===== src/pkg/krd_pkg.sv =====
// Constants, types and register map of the key request decoder
package krd_pkg;
   // Register map (byte addresses)
   localparam logic [11:0] KRD_WIN_BASE = 12'h000;
   localparam logic [11:0] KRD_WIN_LAST = 12'h1fc;
   localparam logic [11:0] KRD_CTRL_OFF = 12'h200;
   localparam logic [11:0] KRD_PTR_LO_OFF = 12'h204;
   localparam logic [11:0] KRD_PTR_HI_OFF = 12'h208;
   localparam logic [11:0] KRD_STATUS_OFF = 12'h20c;
   localparam logic [11:0] KRD_SEL_OFF = 12'h210;
   // Stored part of the request: bytes 0..79
   localparam int KRD_NWORDS = 20;
   localparam int KRD_IDX_W = 7;
   localparam logic [6:0] KRD_LAST_STORED = 7'h13;
   // Word index of each field
   localparam int KRD_W_HEAD = 0;
   localparam int KRD_W_VSVN = 1;
   localparam int KRD_W_PSVN = 2;
   localparam int KRD_W_FMASK = 6;
   localparam int KRD_W_NONCE = 10;
   localparam int KRD_W_XMASK = 18;
   localparam int KRD_W_CSVN = 19;
   localparam int KRD_PSVN_N = 4;
   localparam int KRD_FMASK_N = 4;
   localparam int KRD_NONCE_N = 8;
   // Alignment of the request structure
   localparam int KRD_ALIGN_BITS = 9;
   // Key selector codes
   localparam int KRD_NKEYS = 5;
   localparam logic [15:0] KRD_KEY_LAUNCH_TOKEN = 16'h0000;
   localparam logic [15:0] KRD_KEY_PROV = 16'h0001;
   localparam logic [15:0] KRD_KEY_PROV_SEAL = 16'h0002;
   localparam logic [15:0] KRD_KEY_REPORT = 16'h0003;
   localparam logic [15:0] KRD_KEY_SEAL = 16'h0004;
   // Policy bit positions
   localparam int KRD_POL_CODE = 0;
   localparam int KRD_POL_SIGNER = 1;
   localparam int KRD_POL_NO_PROD = 2;
   localparam int KRD_POL_CONFIG = 3;
   localparam int KRD_POL_FAMILY = 4;
   localparam int KRD_POL_EXTPROD = 5;
   localparam logic [15:0] KRD_POL_RSVD_MASK = 16'hffc0;
   // Control bits
   localparam int KRD_CTRL_START = 0;
   localparam int KRD_CTRL_CLEAR = 1;
   localparam int KRD_CTRL_CFCAP = 2;
   // Status fields
   localparam int KRD_ST_DONE = 0;
   localparam int KRD_ST_FAULT = 1;
   localparam int KRD_ST_CAUSE = 4;
   localparam int KRD_SEL_INCL = 8;
   localparam logic [1:0] KRD_HTRANS_NONSEQ = 2'h2;

   // Fault causes
   typedef struct packed {
      logic cf_nonzero;
      logic rsvd_window;
      logic rsvd_bytes;
      logic rsvd_policy;
      logic bad_selector;
      logic misaligned;
   } krd_cause_t;

   // Include flags for the derivation inputs
   typedef struct packed {
      logic ext_product;
      logic family;
      logic config_ident;
      logic product;
      logic signer;
      logic code;
   } krd_incl_t;

   typedef struct packed {
      logic [KRD_NKEYS-1:0] key_onehot;
      krd_incl_t incl;
      logic [15:0] vendor_svn;
      logic [7:0] cf_mask;
      logic [127:0] proc_svn;
      logic [127:0] feature_mask;
      logic [255:0] nonce;
      logic [31:0] ext_mask;
      logic [15:0] config_svn;
      krd_cause_t cause;
   } krd_fields_t;

   typedef enum logic [1:0] {
      KRD_IDLE = 2'b00,
      KRD_CHECK = 2'b01,
      KRD_DONE = 2'b11
   } krd_state_t;
endpackage : krd_pkg


===== src/pkg/krd_dec_if.sv =====
// Carrier between the register block and the field decoder
interface krd_dec_if;
   import krd_pkg::*;
   logic [31:0] word [0:KRD_NWORDS-1];
   logic [63:0] req_ptr;
   logic cf_capable;
   logic rsvd_window;
   krd_fields_t fields;
   modport regs (output word, req_ptr, cf_capable, rsvd_window,
      input fields);
   modport dec (input word, req_ptr, cf_capable, rsvd_window,
      output fields);
endinterface : krd_dec_if


===== src/rtl/krd_decode.sv =====
// Combinational field extraction and checking of the key request
module krd_decode
   import krd_pkg::*;
(
   krd_dec_if.dec d
);
   logic [15:0] sel;
   logic [15:0] pol;
   logic [7:0] cf_byte;

   assign sel = d.word[KRD_W_HEAD][15:0]; // [RULE_02]
   assign pol = d.word[KRD_W_HEAD][31:16]; // [RULE_03]
   assign cf_byte = d.word[KRD_W_VSVN][23:16];

   // One decoder per key code
   genvar k;
   generate
      for (k = 0; k < KRD_NKEYS; k++) begin : g_key
         assign d.fields.key_onehot[k] = (sel == 16'(k)); // [RULE_02]
      end
      for (k = 0; k < KRD_PSVN_N; k++) begin : g_psvn
         assign d.fields.proc_svn[32*k +: 32] =
            d.word[KRD_W_PSVN+k]; // [RULE_06]
      end
      for (k = 0; k < KRD_FMASK_N; k++) begin : g_fmask
         assign d.fields.feature_mask[32*k +: 32] =
            d.word[KRD_W_FMASK+k]; // [RULE_07]
      end
      for (k = 0; k < KRD_NONCE_N; k++) begin : g_nonce
         assign d.fields.nonce[32*k +: 32] =
            d.word[KRD_W_NONCE+k]; // [RULE_08]
      end
   endgenerate

   assign d.fields.incl.code = pol[KRD_POL_CODE]; // [RULE_11]
   assign d.fields.incl.signer = pol[KRD_POL_SIGNER]; // [RULE_12]
   assign d.fields.incl.product = ~pol[KRD_POL_NO_PROD]; // [RULE_13]
   assign d.fields.incl.config_ident = pol[KRD_POL_CONFIG]; // [RULE_14]
   assign d.fields.incl.family = pol[KRD_POL_FAMILY]; // [RULE_15]
   assign d.fields.incl.ext_product = pol[KRD_POL_EXTPROD]; // [RULE_16]
   assign d.fields.vendor_svn = d.word[KRD_W_VSVN][15:0]; // [RULE_04]
   // Mask only counts when the capability is present
   assign d.fields.cf_mask = d.cf_capable ? cf_byte : 8'h00; // [RULE_05]
   assign d.fields.ext_mask = d.word[KRD_W_XMASK]; // [RULE_09]
   assign d.fields.config_svn = d.word[KRD_W_CSVN][15:0]; // [RULE_10]

   assign d.fields.cause.misaligned =
      |d.req_ptr[KRD_ALIGN_BITS-1:0]; // [RULE_01]
   assign d.fields.cause.bad_selector = (sel > KRD_KEY_SEAL); // [RULE_17]
   assign d.fields.cause.rsvd_policy = |(pol & KRD_POL_RSVD_MASK); // [RULE_17]
   assign d.fields.cause.rsvd_bytes = (|d.word[KRD_W_VSVN][31:24]) |
      (|d.word[KRD_W_CSVN][31:16]); // [RULE_17]
   assign d.fields.cause.rsvd_window = d.rsvd_window; // [RULE_17]
   assign d.fields.cause.cf_nonzero =
      ~d.cf_capable & (|cf_byte); // [RULE_05]
endmodule : krd_decode


===== src/rtl/krd_top.sv =====
// Key request decoder: AHB-Lite register file, checks and field latches
//
// How it works
// RULE_01: software puts the request 512-byte aligned and gives its pointer.
// RULE_02: key selector at byte 0 decodes codes 0 to 4; others reserved.
// RULE_03: derivation policy is the 2-byte field at byte 2.
// RULE_04: vendor security version at byte 4 feeds the derivation.
// RULE_05: byte 6 masks control-flow attributes only when capable, else zero.
// RULE_06: 16-byte processor security version at byte 8 feeds derivation.
// RULE_07: 16-byte mask at byte 24 selects feature flag bits.
// RULE_08: 32-byte wear-out nonce at byte 40 feeds derivation.
// RULE_09: 4-byte mask at byte 72 selects extended-state selection bits.
// RULE_10: config security version at byte 76 feeds derivation.
// RULE_11: policy bit 0 includes the code measurement.
// RULE_12: policy bit 1 includes the signer measurement.
// RULE_13: policy bit 2 leaves the product identifier out.
// RULE_14: policy bit 3 includes the post-init configuration identifier.
// RULE_15: policy bit 4 includes the product family identifier.
// RULE_16: policy bit 5 includes the extended product identifier.
// RULE_17: reserved bits must be zero; bad alignment, code or content fault. Past byte 79 the code checks only the latest write, so a zero write clears it.
//
// Design decisions made here: the register offsets and the AHB-Lite interface to the registers.
module krd_top
   import krd_pkg::*;
#(
   parameter int ADDR_W = 12
) (
   input wire logic clk_sys,
   input wire logic arst_n,
   input wire logic ce,
   input wire logic hsel,
   input wire logic [ADDR_W-1:0] haddr,
   input wire logic [1:0] htrans,
   input wire logic hwrite,
   input wire logic [2:0] hsize,
   input wire logic [31:0] hwdata,
   input wire logic hready,
   output logic hreadyout,
   output logic hresp,
   output logic [31:0] hrdata,
   output logic deriv_valid,
   output logic request_fault,
   output logic [KRD_NKEYS-1:0] key_selector,
   output krd_incl_t deriv_include,
   output logic [15:0] vendor_security_version,
   output logic [7:0] control_flow_attr_mask,
   output logic [127:0] processor_security_version,
   output logic [127:0] feature_flag_mask,
   output logic [255:0] wear_out_nonce,
   output logic [31:0] extended_state_mask,
   output logic [15:0] config_security_version
);
   ////////////////////////////////////////////////////////////////////////
   // Elaboration checks: the decoder reads address bits 11..0, and the
   // read mux picks a stored word with a 5-bit index
   if (ADDR_W < 12 || ADDR_W > 32) begin : g_bad_addr_w
      $error("krd_top: ADDR_W must lie in 12..32");
   end
   if (KRD_NWORDS > 32) begin : g_bad_nwords
      $error("krd_top: at most 32 stored words");
   end

   krd_dec_if dif ();
   krd_decode u_dec (.d(dif.dec));

   ////////////////////////////////////////////////////////////////////////
   // Bus slave: writes complete without wait, reads take one wait state
   // so that a read right after a write sees the written value.
   logic [11:0] addr_reg;
   logic wr_pend_reg;
   logic rd_pend_reg;
   logic addr_ok;
   logic wr_hit;
   logic [11:0] waddr;

   // Size is ignored: every access is taken as a whole word
   assign addr_ok = hsel & hready & (htrans == KRD_HTRANS_NONSEQ);
   assign wr_hit = wr_pend_reg;
   assign waddr = addr_reg;

   always_ff @(posedge clk_sys or negedge arst_n) begin
      if (!arst_n) begin
         addr_reg <= 12'h000;
         wr_pend_reg <= 1'b0;
         rd_pend_reg <= 1'b0;
      end else if (ce) begin
         wr_pend_reg <= addr_ok & hwrite;
         rd_pend_reg <= addr_ok & ~hwrite;
         if (addr_ok) begin
            addr_reg <= haddr[11:0];
         end
      end
   end

   always_ff @(posedge clk_sys or negedge arst_n) begin
      if (!arst_n) begin
         hreadyout <= 1'b1;
      end else if (ce) begin
         // Stall the first data cycle of each read
         hreadyout <= ~(addr_ok & ~hwrite);
      end
   end

   // No error response: refused accesses still answer OKAY
   always_ff @(posedge clk_sys or negedge arst_n) begin
      if (!arst_n) begin
         hresp <= 1'b0;
      end else if (ce) begin
         hresp <= 1'b0;
      end
   end

   ////////////////////////////////////////////////////////////////////////
   // Request window: the first words are kept, the rest only checked
   logic [31:0] word_reg [0:KRD_NWORDS-1];
   logic in_window;
   logic [KRD_IDX_W-1:0] widx;
   logic start_wr;
   logic clear_wr;

   assign in_window = (waddr <= KRD_WIN_LAST);
   assign widx = waddr[KRD_IDX_W+1:2];
   assign start_wr = wr_hit & (waddr == KRD_CTRL_OFF) &
      hwdata[KRD_CTRL_START];
   assign clear_wr = wr_hit & (waddr == KRD_CTRL_OFF) &
      hwdata[KRD_CTRL_CLEAR];

   genvar i;
   generate
      for (i = 0; i < KRD_NWORDS; i++) begin : g_word
         always_ff @(posedge clk_sys or negedge arst_n) begin
            if (!arst_n) begin
               word_reg[i] <= 32'h0000_0000;
            end else if (ce) begin
               if (clear_wr) begin
                  word_reg[i] <= 32'h0000_0000;
               end else if (wr_hit && in_window &&
                            widx == KRD_IDX_W'(i)) begin
                  word_reg[i] <= hwdata;
               end
            end
         end
         assign dif.word[i] = word_reg[i];
      end
   endgenerate

   // Any nonzero word past the stored fields marks reserved content;
   // the flag follows the latest such write, so a zero write heals it
   logic rsvd_reg;
   always_ff @(posedge clk_sys or negedge arst_n) begin
      if (!arst_n) begin
         rsvd_reg <= 1'b0;
      end else if (ce) begin
         if (wr_hit && in_window && widx > KRD_LAST_STORED) begin
            rsvd_reg <= (hwdata != 32'h0000_0000); // [RULE_17]
         end else if (clear_wr) begin
            rsvd_reg <= 1'b0;
         end
      end
   end
   assign dif.rsvd_window = rsvd_reg;

   ////////////////////////////////////////////////////////////////////////
   // Pointer and capability registers
   // Only the low pointer bits decide alignment; the high word is for reads
   logic [31:0] ptr_lo_reg;
   logic [31:0] ptr_hi_reg;
   logic cfcap_reg;

   always_ff @(posedge clk_sys or negedge arst_n) begin
      if (!arst_n) begin
         ptr_lo_reg <= 32'h0000_0000;
         ptr_hi_reg <= 32'h0000_0000;
         cfcap_reg <= 1'b0;
      end else if (ce && wr_hit) begin
         if (waddr == KRD_PTR_LO_OFF) begin
            ptr_lo_reg <= hwdata; // [RULE_01]
         end
         if (waddr == KRD_PTR_HI_OFF) begin
            ptr_hi_reg <= hwdata;
         end
         if (waddr == KRD_CTRL_OFF) begin
            cfcap_reg <= hwdata[KRD_CTRL_CFCAP]; // [RULE_05]
         end
      end
   end
   assign dif.req_ptr = {ptr_hi_reg, ptr_lo_reg};
   assign dif.cf_capable = cfcap_reg;

   ////////////////////////////////////////////////////////////////////////
   // Sequencer: start, check one cycle, publish
   // Starts that arrive while a check runs are dropped, not queued;
   // DONE gives one guard cycle before the next start is taken
   krd_state_t state_reg;
   logic fault_now;

   assign fault_now = |dif.fields.cause;

   always_ff @(posedge clk_sys or negedge arst_n) begin
      if (!arst_n) begin
         state_reg <= KRD_IDLE;
      end else if (ce) begin
         case (state_reg)
            KRD_IDLE: begin
               if (start_wr) begin
                  state_reg <= KRD_CHECK;
               end
            end
            KRD_CHECK: state_reg <= KRD_DONE;
            KRD_DONE: state_reg <= KRD_IDLE;
            default: state_reg <= KRD_IDLE;
         endcase
      end
   end

   // Status: done and fault are cleared by the next start
   logic done_reg;
   krd_cause_t cause_reg;
   always_ff @(posedge clk_sys or negedge arst_n) begin
      if (!arst_n) begin
         done_reg <= 1'b0;
         cause_reg <= '0;
         request_fault <= 1'b0;
         deriv_valid <= 1'b0;
      end else if (ce) begin
         deriv_valid <= 1'b0;
         if (state_reg == KRD_CHECK) begin
            done_reg <= 1'b1;
            cause_reg <= dif.fields.cause;
            request_fault <= fault_now; // [RULE_17]
            deriv_valid <= ~fault_now;
         end else if (start_wr && state_reg == KRD_IDLE) begin
            done_reg <= 1'b0;
            cause_reg <= '0;
            request_fault <= 1'b0;
         end
      end
   end

   // Fields for the derivation datapath, only from a clean request
   // A fault keeps the old fields, so no half-checked mix ever leaves
   always_ff @(posedge clk_sys or negedge arst_n) begin
      if (!arst_n) begin
         key_selector <= '0;
         deriv_include <= '0;
         vendor_security_version <= 16'h0000;
         control_flow_attr_mask <= 8'h00;
         processor_security_version <= '0;
         feature_flag_mask <= '0;
         wear_out_nonce <= '0;
         extended_state_mask <= 32'h0000_0000;
         config_security_version <= 16'h0000;
      end else if (ce && state_reg == KRD_CHECK && !fault_now) begin
         key_selector <= dif.fields.key_onehot; // [RULE_02]
         deriv_include <= dif.fields.incl; // [RULE_11] [RULE_13]
         vendor_security_version <= dif.fields.vendor_svn; // [RULE_04]
         control_flow_attr_mask <= dif.fields.cf_mask; // [RULE_05]
         processor_security_version <= dif.fields.proc_svn; // [RULE_06]
         feature_flag_mask <= dif.fields.feature_mask; // [RULE_07]
         wear_out_nonce <= dif.fields.nonce; // [RULE_08]
         extended_state_mask <= dif.fields.ext_mask; // [RULE_09]
         config_security_version <= dif.fields.config_svn; // [RULE_10]
      end
   end

   ////////////////////////////////////////////////////////////////////////
   // Read data, captured in the stalled data cycle
   // Window words past the stored part read zero; they are only checked
   logic [31:0] rd_mux;
   always_comb begin
      rd_mux = 32'h0000_0000;
      if (in_window) begin
         if (widx <= KRD_LAST_STORED) begin
            rd_mux = word_reg[widx[4:0]];
         end
      end else begin
         case (waddr)
            KRD_CTRL_OFF: rd_mux[KRD_CTRL_CFCAP] = cfcap_reg;
            KRD_PTR_LO_OFF: rd_mux = ptr_lo_reg;
            KRD_PTR_HI_OFF: rd_mux = ptr_hi_reg;
            KRD_STATUS_OFF: begin
               rd_mux[KRD_ST_DONE] = done_reg;
               rd_mux[KRD_ST_FAULT] = request_fault;
               rd_mux[KRD_ST_CAUSE +: 6] = cause_reg;
            end
            KRD_SEL_OFF: begin
               rd_mux[KRD_NKEYS-1:0] = key_selector;
               rd_mux[KRD_SEL_INCL +: 6] = deriv_include;
            end
            default: rd_mux = 32'h0000_0000;
         endcase
      end
   end

   always_ff @(posedge clk_sys or negedge arst_n) begin
      if (!arst_n) begin
         hrdata <= 32'h0000_0000;
      end else if (ce && rd_pend_reg) begin
         hrdata <= rd_mux;
      end
   end
endmodule : krd_top

===== config.mk =====
export PLATFORM = sky130hd
export DESIGN_NAME = krd_top
export DESIGN_NICKNAME = d
export VERILOG_FILES = /design/src/pkg/krd_pkg.sv /design/src/pkg/krd_dec_if.sv /design/src/rtl/krd_decode.sv /design/src/rtl/krd_top.sv
export SDC_FILE = /design/constraint.sdc
export NUM_CORES = 2
export LEC_CHECK = 0
export ABC_AREA = 1
export BUFFER_PORTS_ARGS = -buffer_cell sky130_fd_sc_hd__buf_2
export CAP_MARGIN = 20
export CORE_ASPECT_RATIO = 0.7
export CORE_MARGIN = 4
export CORE_UTILIZATION = 55
export CTS_CLUSTER_SIZE = 8
export DETAILED_ROUTE_END_ITERATION = 12
export GPL_TIMING_DRIVEN = 1
export PLACE_DENSITY_LB_ADDON = 0.12
export RECOVER_POWER = 50
export SYNTH_ARGS = -nofsm -noshare
export SYNTH_HDL_FRONTEND = slang
export SYNTH_SLANG_ARGS = --single-unit

===== constraint.sdc =====
create_clock -name clk_sys -period 2.3 [get_ports clk_sys]
set_input_delay 0.345 -clock clk_sys [delete_from_list [all_inputs] [get_ports clk_sys]]
set_output_delay 0.345 -clock clk_sys [all_outputs]
set_load 0.05 [all_outputs]

### Yosys cells after proc, flatten, opt, wreduce, memory -nomap -nowiden

Cells that the tools add are included.

| storage, ports and cells | value |
|---|---|
| register bits | 1359 |
| output and inout port bits | 631 |
| memories | 0 |
| bits in latches | 0 |
| bits in writable memories | 0 |
| memory bits (read-only) | 0 |
| word-level logic and storage cells | 255 |
| input port bits | 55 |

| cells by class | value |
|---|---|
| multiply operators | 0 |
| $add $sub $neg | 0 |
| reductions and logical operators | 87 |
| bitwise gates (word level) | 15 |
| div/mod/pow operators | 0 |
| shift-type cells | 0 |
| muxes and demuxes | 64 |
| equal/unequal tests | 31 |
| $lt $le $gt $ge | 5 |

Operators by type and width:

| cell | count |
|---|---|
| $mux 32 | 44 |
| $bmux 32 s5 | 1 |
| $eq 12x10->1 const B | 5 |
| $eq 7x4->1 const B | 8 |
| $reduce_and 2->1 | 27 |
| $reduce_bool 2->1 | 22 |
| $pmux 18 s2 | 1 |
| $eq 16x2->1 const B | 2 |
| $reduce_bool 32->1 | 1 |
| $eq 7x3->1 const B | 4 |
| $eq 7x5->1 const B | 4 |
| $logic_and 1x1->1 | 27 |
| $reduce_or 23->1 | 1 |
| $eq 16x1->1 const B | 1 |
| $eq 16x3->1 const B | 1 |
| $gt 16x3->1 const B | 1 |
| $logic_not 16->1 | 1 |
| $pmux 2 s4 | 2 |
| $reduce_or 16->1 | 1 |
| $reduce_or 8->1 | 2 |
| $eq 7x2->1 const B | 2 |
| $le 12x9->1 const B | 1 |
| $mux 6 | 2 |
| $pmux 4 s3 | 1 |
| other kinds (23) | 40 |

### Longest topological paths before layout

| logic depth | value |
|---|---|
| depth after elaboration | 6 |
| depth in mapped cells | 14 |

### By module

Synthesis repeated with hierarchy kept, for this count alone.

| unflattened totals | value |
|---|---|
| cell total of the unflattened synthesis | 6411 |
| area, all modules | 61660.4 um^2 |

By module, submodules not included:

| module | area an instance (um^2) | times used | cells each |
|---|---|---|---|
| krd_top | 56930.9 | 1 | 5740 |
| krd_decode | 4729.5 | 1 | 671 |

### Worst setup path after synthesis

No wires, ideal clock.

| timing path | value |
|---|---|
| path type | reg2reg |
| from | register addr_reg[2] |
| to | register word_reg (netlist bit dif.word[105]) |
| cell stages (with the launch flop) | 15 |
| data required time | 2169 ps |
| buffers on the path | 4 |
| data arrival time | 1773 ps |
| clock period less this slack | 1905 ps |
| slack | 395 ps |
| cell sequence | dfrtp_1 buf_6 nor2_8 nand2_1 nor2_1 nand3_1 nor2_1 inv_2 buf_6 buf_6 o21ai_2 nand2_4 buf_2 nand2_1 o21ai_1 |

| between the ends | value |
|---|---|
| longest elaborated chain between the ends | 5 |
| elaborated cells between the ends (all ways) | 10 |
| those cells by class | order compare: 1; eq/ne: 2; mux: 1; bitwise: 2; reduce/logical: 4 |

Ends and longest elaborated chain:

| element | line | text |
|---|---|---|
| start: declaration | krd_top.sv:69 | `logic [11:0] addr_reg;` |
| start signal: assignment | krd_top.sv:90 | `addr_reg <= haddr[11:0];` |
| $le 12x9->1 or $eq 12x10->1 (tied branches) | krd_top.sv:121, krd_top.sv:125 |  |
| $logic_and 1x1->1 or $and 1x1->1 (tied branches) (2 in series) | krd_top.sv:137, krd_top.sv:125 |  |
| $reduce_bool 2->1 (no line) | -- |  |
| $reduce_and 2->1 (no line) | -- |  |
| end signal: indexed assignment | krd_top.sv:139 | `word_reg[i] <= hwdata;` |
| end: declaration | krd_top.sv:115 | `logic [31:0] word_reg [0:KRD_NWORDS-1];` |

Parallel ways exist; a longest one is shown, timed or not.
A chain may end at the register's enable or synchronous reset.

### Worst setup path after layout

| timing path | value |
|---|---|
| from | register word_reg (netlist bit dif.word[20]) |
| to | register wear_out_nonce[72] |

| between the ends | value |
|---|---|
| longest elaborated chain between the ends | 5 |

Ends and longest elaborated chain:

| element | line | text |
|---|---|---|
| $reduce_or 16->1 | krd_decode.sv:52 | `(\|d.word[KRD_W_CSVN][31:16]);` |
| $or 1x1->1 | krd_decode.sv:51 | `assign d.fields.cause.rsvd_bytes = (\|d.word[KRD_W_VSVN][31:24]) \|` |
| $reduce_or 23->1 | krd_top.sv:197 | `assign fault_now = \|dif.fields.cause;` |
| $logic_not 1->1 | krd_top.sv:253 | `end else if (ce && state_reg == KRD_CHECK && !fault_now) begin` |
| $logic_and 1x1->1 | krd_top.sv:253 |  |
| end signal: assignment | krd_top.sv:260 | `wear_out_nonce <= dif.fields.nonce;` |
| end: declaration | krd_top.sv:49 | `output logic [255:0] wear_out_nonce,` |

Every way passes these cells.

==> reports/results.tsv <==
metric	value	unit
synth_edf_count	0	
period_needed	2400	ps
fill_cells	8547	
drt_first_pass_iters	7	
grt_max_degree	89	
final_util	68.9	%
synth-compound-area-share	13.1	%
largest_register_ff_count	640	
worst_slew_margin_rel	9.78	%
ys_seq_elements	1359	
clock_skew	36.2	ps
critPathKind	reg -> reg	
cts-buffers-inserted	187	
vias	52600	
cts_root_buffer	clkbuf_16	
drive_gt1_share	18.3	%
drt-total-wl	232000	um
cts_sinks	1359	
path_max_fanout	74	
clk_pin_slew	50	ps
syn_to_final_growth	24.3	%
final-hold-violation-count	0	
failed_checks	negative setup slack	
wire_per_inst	25.3	um
dp_hpwl	152000	um
grt_pass1_wl	317000	um
die_x	395	um
worstPathCellList	or2_2 > nor3_2 > nand3_1 > nor2_1 > buf_4 > nand3_4 > buf_12 > buf_12 > nand2_1 > o21ai_0	
synth_xor_area_share	0	%
viasPerCell	5.75	
numPortBuffers	681	
setup_ws	-103	ps
setup_violations	357	
crit_top_cell	buf_12	
ys_seq_area_share	58.9	%
drt_iter0_markers	6664	
hold_ws	247	ps
ctsHtreeMaxLevel	4	
netlist_area	57700	um2
synth_mux_area_share	0.137	%
min_path_type	in -> reg	
synth_commonest_cells	2,172 x nand2_1, 1,358 x dfrtp_1, 692 x o21ai_0	
place_area	64600	um2
reg2reg_depth	10	
synth_cells	6851	
crit_family	simple AND/OR/NAND/NOR gates	
crit_slowest_cell	dfrtp_1	
syn_area_per_cell	8.42	um2
arrival	3050	ps
fp.dieH	279	um
ys.warnings.count	0	
track_usage	38.9	%
p_per_area	826	nW/um2
hold_depth	5	
cts_buffer_depth	3	
antenna_left	0	
antenna_found_initial	14	
ys_types	44	
startpoint_type	flip-flop	
ir_worst_vdd	754	uV
dieArea	110000	um2
critPathMaxStageDelay	410	ps
synthAdderAreaFrac	0	%
gr-total-overflow	0	
synth_most_common_cell	nand2_1	
required	2940	ps
cts_tree	yes	
tightest_slew	1350	ps
clk_latency	790	ps
yosys.area.top_type_share	58.9	%
ioPinCount	686	
outcome	finished with violations	
fin_nets	7762	
yosysTopAreaCell	dfrtp_1	
max_freq	0.416	GHz
grt_pass1_vias	48500	
globalplace.congestion	0.967	
ys_top_cells_by_area	dfrtp_1 59%, nand2_1 14%, o21ai_0 6.0%	
start_util	55.4	%
stdcell_area	71800	um2
final_max_slew_viol_count	0	
rows	99	
yosys.area_share.simple	19.7	%
core_area	104000	um2
worst-path-buf-inv	3	
synth_top_family_by_area	simple AND/OR/NAND/NOR gates	
synth_flop_cell	dfrtp_1	
synth_fp_nets	6906	
synthArstFlopShare	100	%
fin_crit_sh	104	%
maxCapViolCount	0	
leakage	36.2	nW
worst_setup_path_end_kind	flip-flop	
cp.depth	10	
rsz0062_at_grt	true	
drc_errors	0	
==> worst paths after layout <==
kind	start	endpoint	slack [ps]
min reg2reg	extended_state_mask[27]	extended_state_mask[27]	470
max in group asynchronous	arst_n	dif.word[0]	170
min	hsel	addr_reg[0]	250
min in group asynchronous	arst_n	wear_out_nonce[184]	400
max reg2reg	dif.word[20]	wear_out_nonce[72]	-100
max	dif.word[20]	wear_out_nonce[72]	-100
==> worst reg2reg max path, cell delays in order (launching register included) <==
cell,delay (ps)
dfrtp_1,410
or2_2,300
nor3_2,230
nand3_1,160
nor2_1,130
buf_4,170
nand3_4,120
buf_12,210
buf_12,270
nand2_1,170
o21ai_0,100
==> stage by stage <==
step	setup slack, ps	power, mW	setup TNS, ps	std cells
detailed placement	-319	33.8	-2520	8799
global route	-124	60.9	-16560	9148
floorplan	395	29.2	0	6851
finish	-103	59.3	-9200	9151
CTS	-22.5	58.6	-33.0	9074
global placement	-300	33.7	-2000	8799
==> layout make-up <==
| class | count | area, um2 | area share [%] |
|---|---|---|---|
| Inverter | 644 | 2440 | 3.40 |
| Sequential cell | 1359 | 34000 | 47.4 |
| Antenna cell | 6 | 15.0 | 0.0209 |
| Clock inverter | 12 | 181 | 0.253 |
| Timing Repair Buffer | 1117 | 9080 | 12.7 |
| Multi-Input combinational cell | 4398 | 19500 | 27.1 |
| Tap cell | 1414 | 1770 | 2.47 |
| Clock buffer | 201 | 4770 | 6.65 |
==> kinds of logic after synthesis <==
family,count (synthesis)
AOI/OAI and AO/OA,1487
and+or+nand+nor,2903
buffers and inverters,1094
muxes,7
other,1
DFF,1359
==> what timing repair did <==
item | in CTS | in global routing
endpoints found under the hold margin | 275 | 0
setup buffers | 10 | 26
gates resized for setup | 59 | 153
hold buffers | 50 | 0
cloned | 2 | 47
pin swaps | 9 | 18
endpoints found under the setup margin | 124 | 998
==> per-layer routing <==
layer / vias up / GRT usage, % / part of all wire (%)
li1: 23300 / - / -
met1: 25400 / 52.3 / 37
met2: 3280 / 58.7 / 43
met3: 674 / 11.6 / 13
met4: 6 / 17.9 / 6.1
met5: - / 1.11 / 0.086
==> layout by cell type, fill, tap and decap left out, drive strengths merged <==
master / synthesis / layout
nand2: 2199 / 2199
inv: 640 / 648
nand3: 63 / 63
o221ai: 1 / 1
bufbuf: 0 / 1
dfrtp: 1358 / 1358
conb: 1 / 1
nor3b: 2 / 2
nand4: 27 / 27
and3b: 1 / 1
clkinv: 4 / 8
nor3: 20 / 20
a22oi: 1 / 1
o22ai: 14 / 14
or2: 4 / 4
a21boi: 1 / 1
and3: 2 / 2
o21ai: 1385 / 1385
a211oi: 14 / 14
a21oi: 70 / 70
nor4: 18 / 18
dfstp: 1 / 1
or3: 1 / 1
nor2: 566 / 566
diode: 0 / 6
mux2: 7 / 7
o21a: 1 / 1
clkbuf: 178 / 298
dlygate4sd3: 0 / 50
buf: 272 / 969
==> power by group <==
| group | total (mW) | switching, mW | internal (mW) |
|---|---|---|---|
| clock network | 24.5 | 10.1 | 14.5 |
| registers | 25.0 | 0.466 | 24.5 |
| logic | 9.77 | 6.80 | 2.97 |
(Power assumes the default switching activity.)
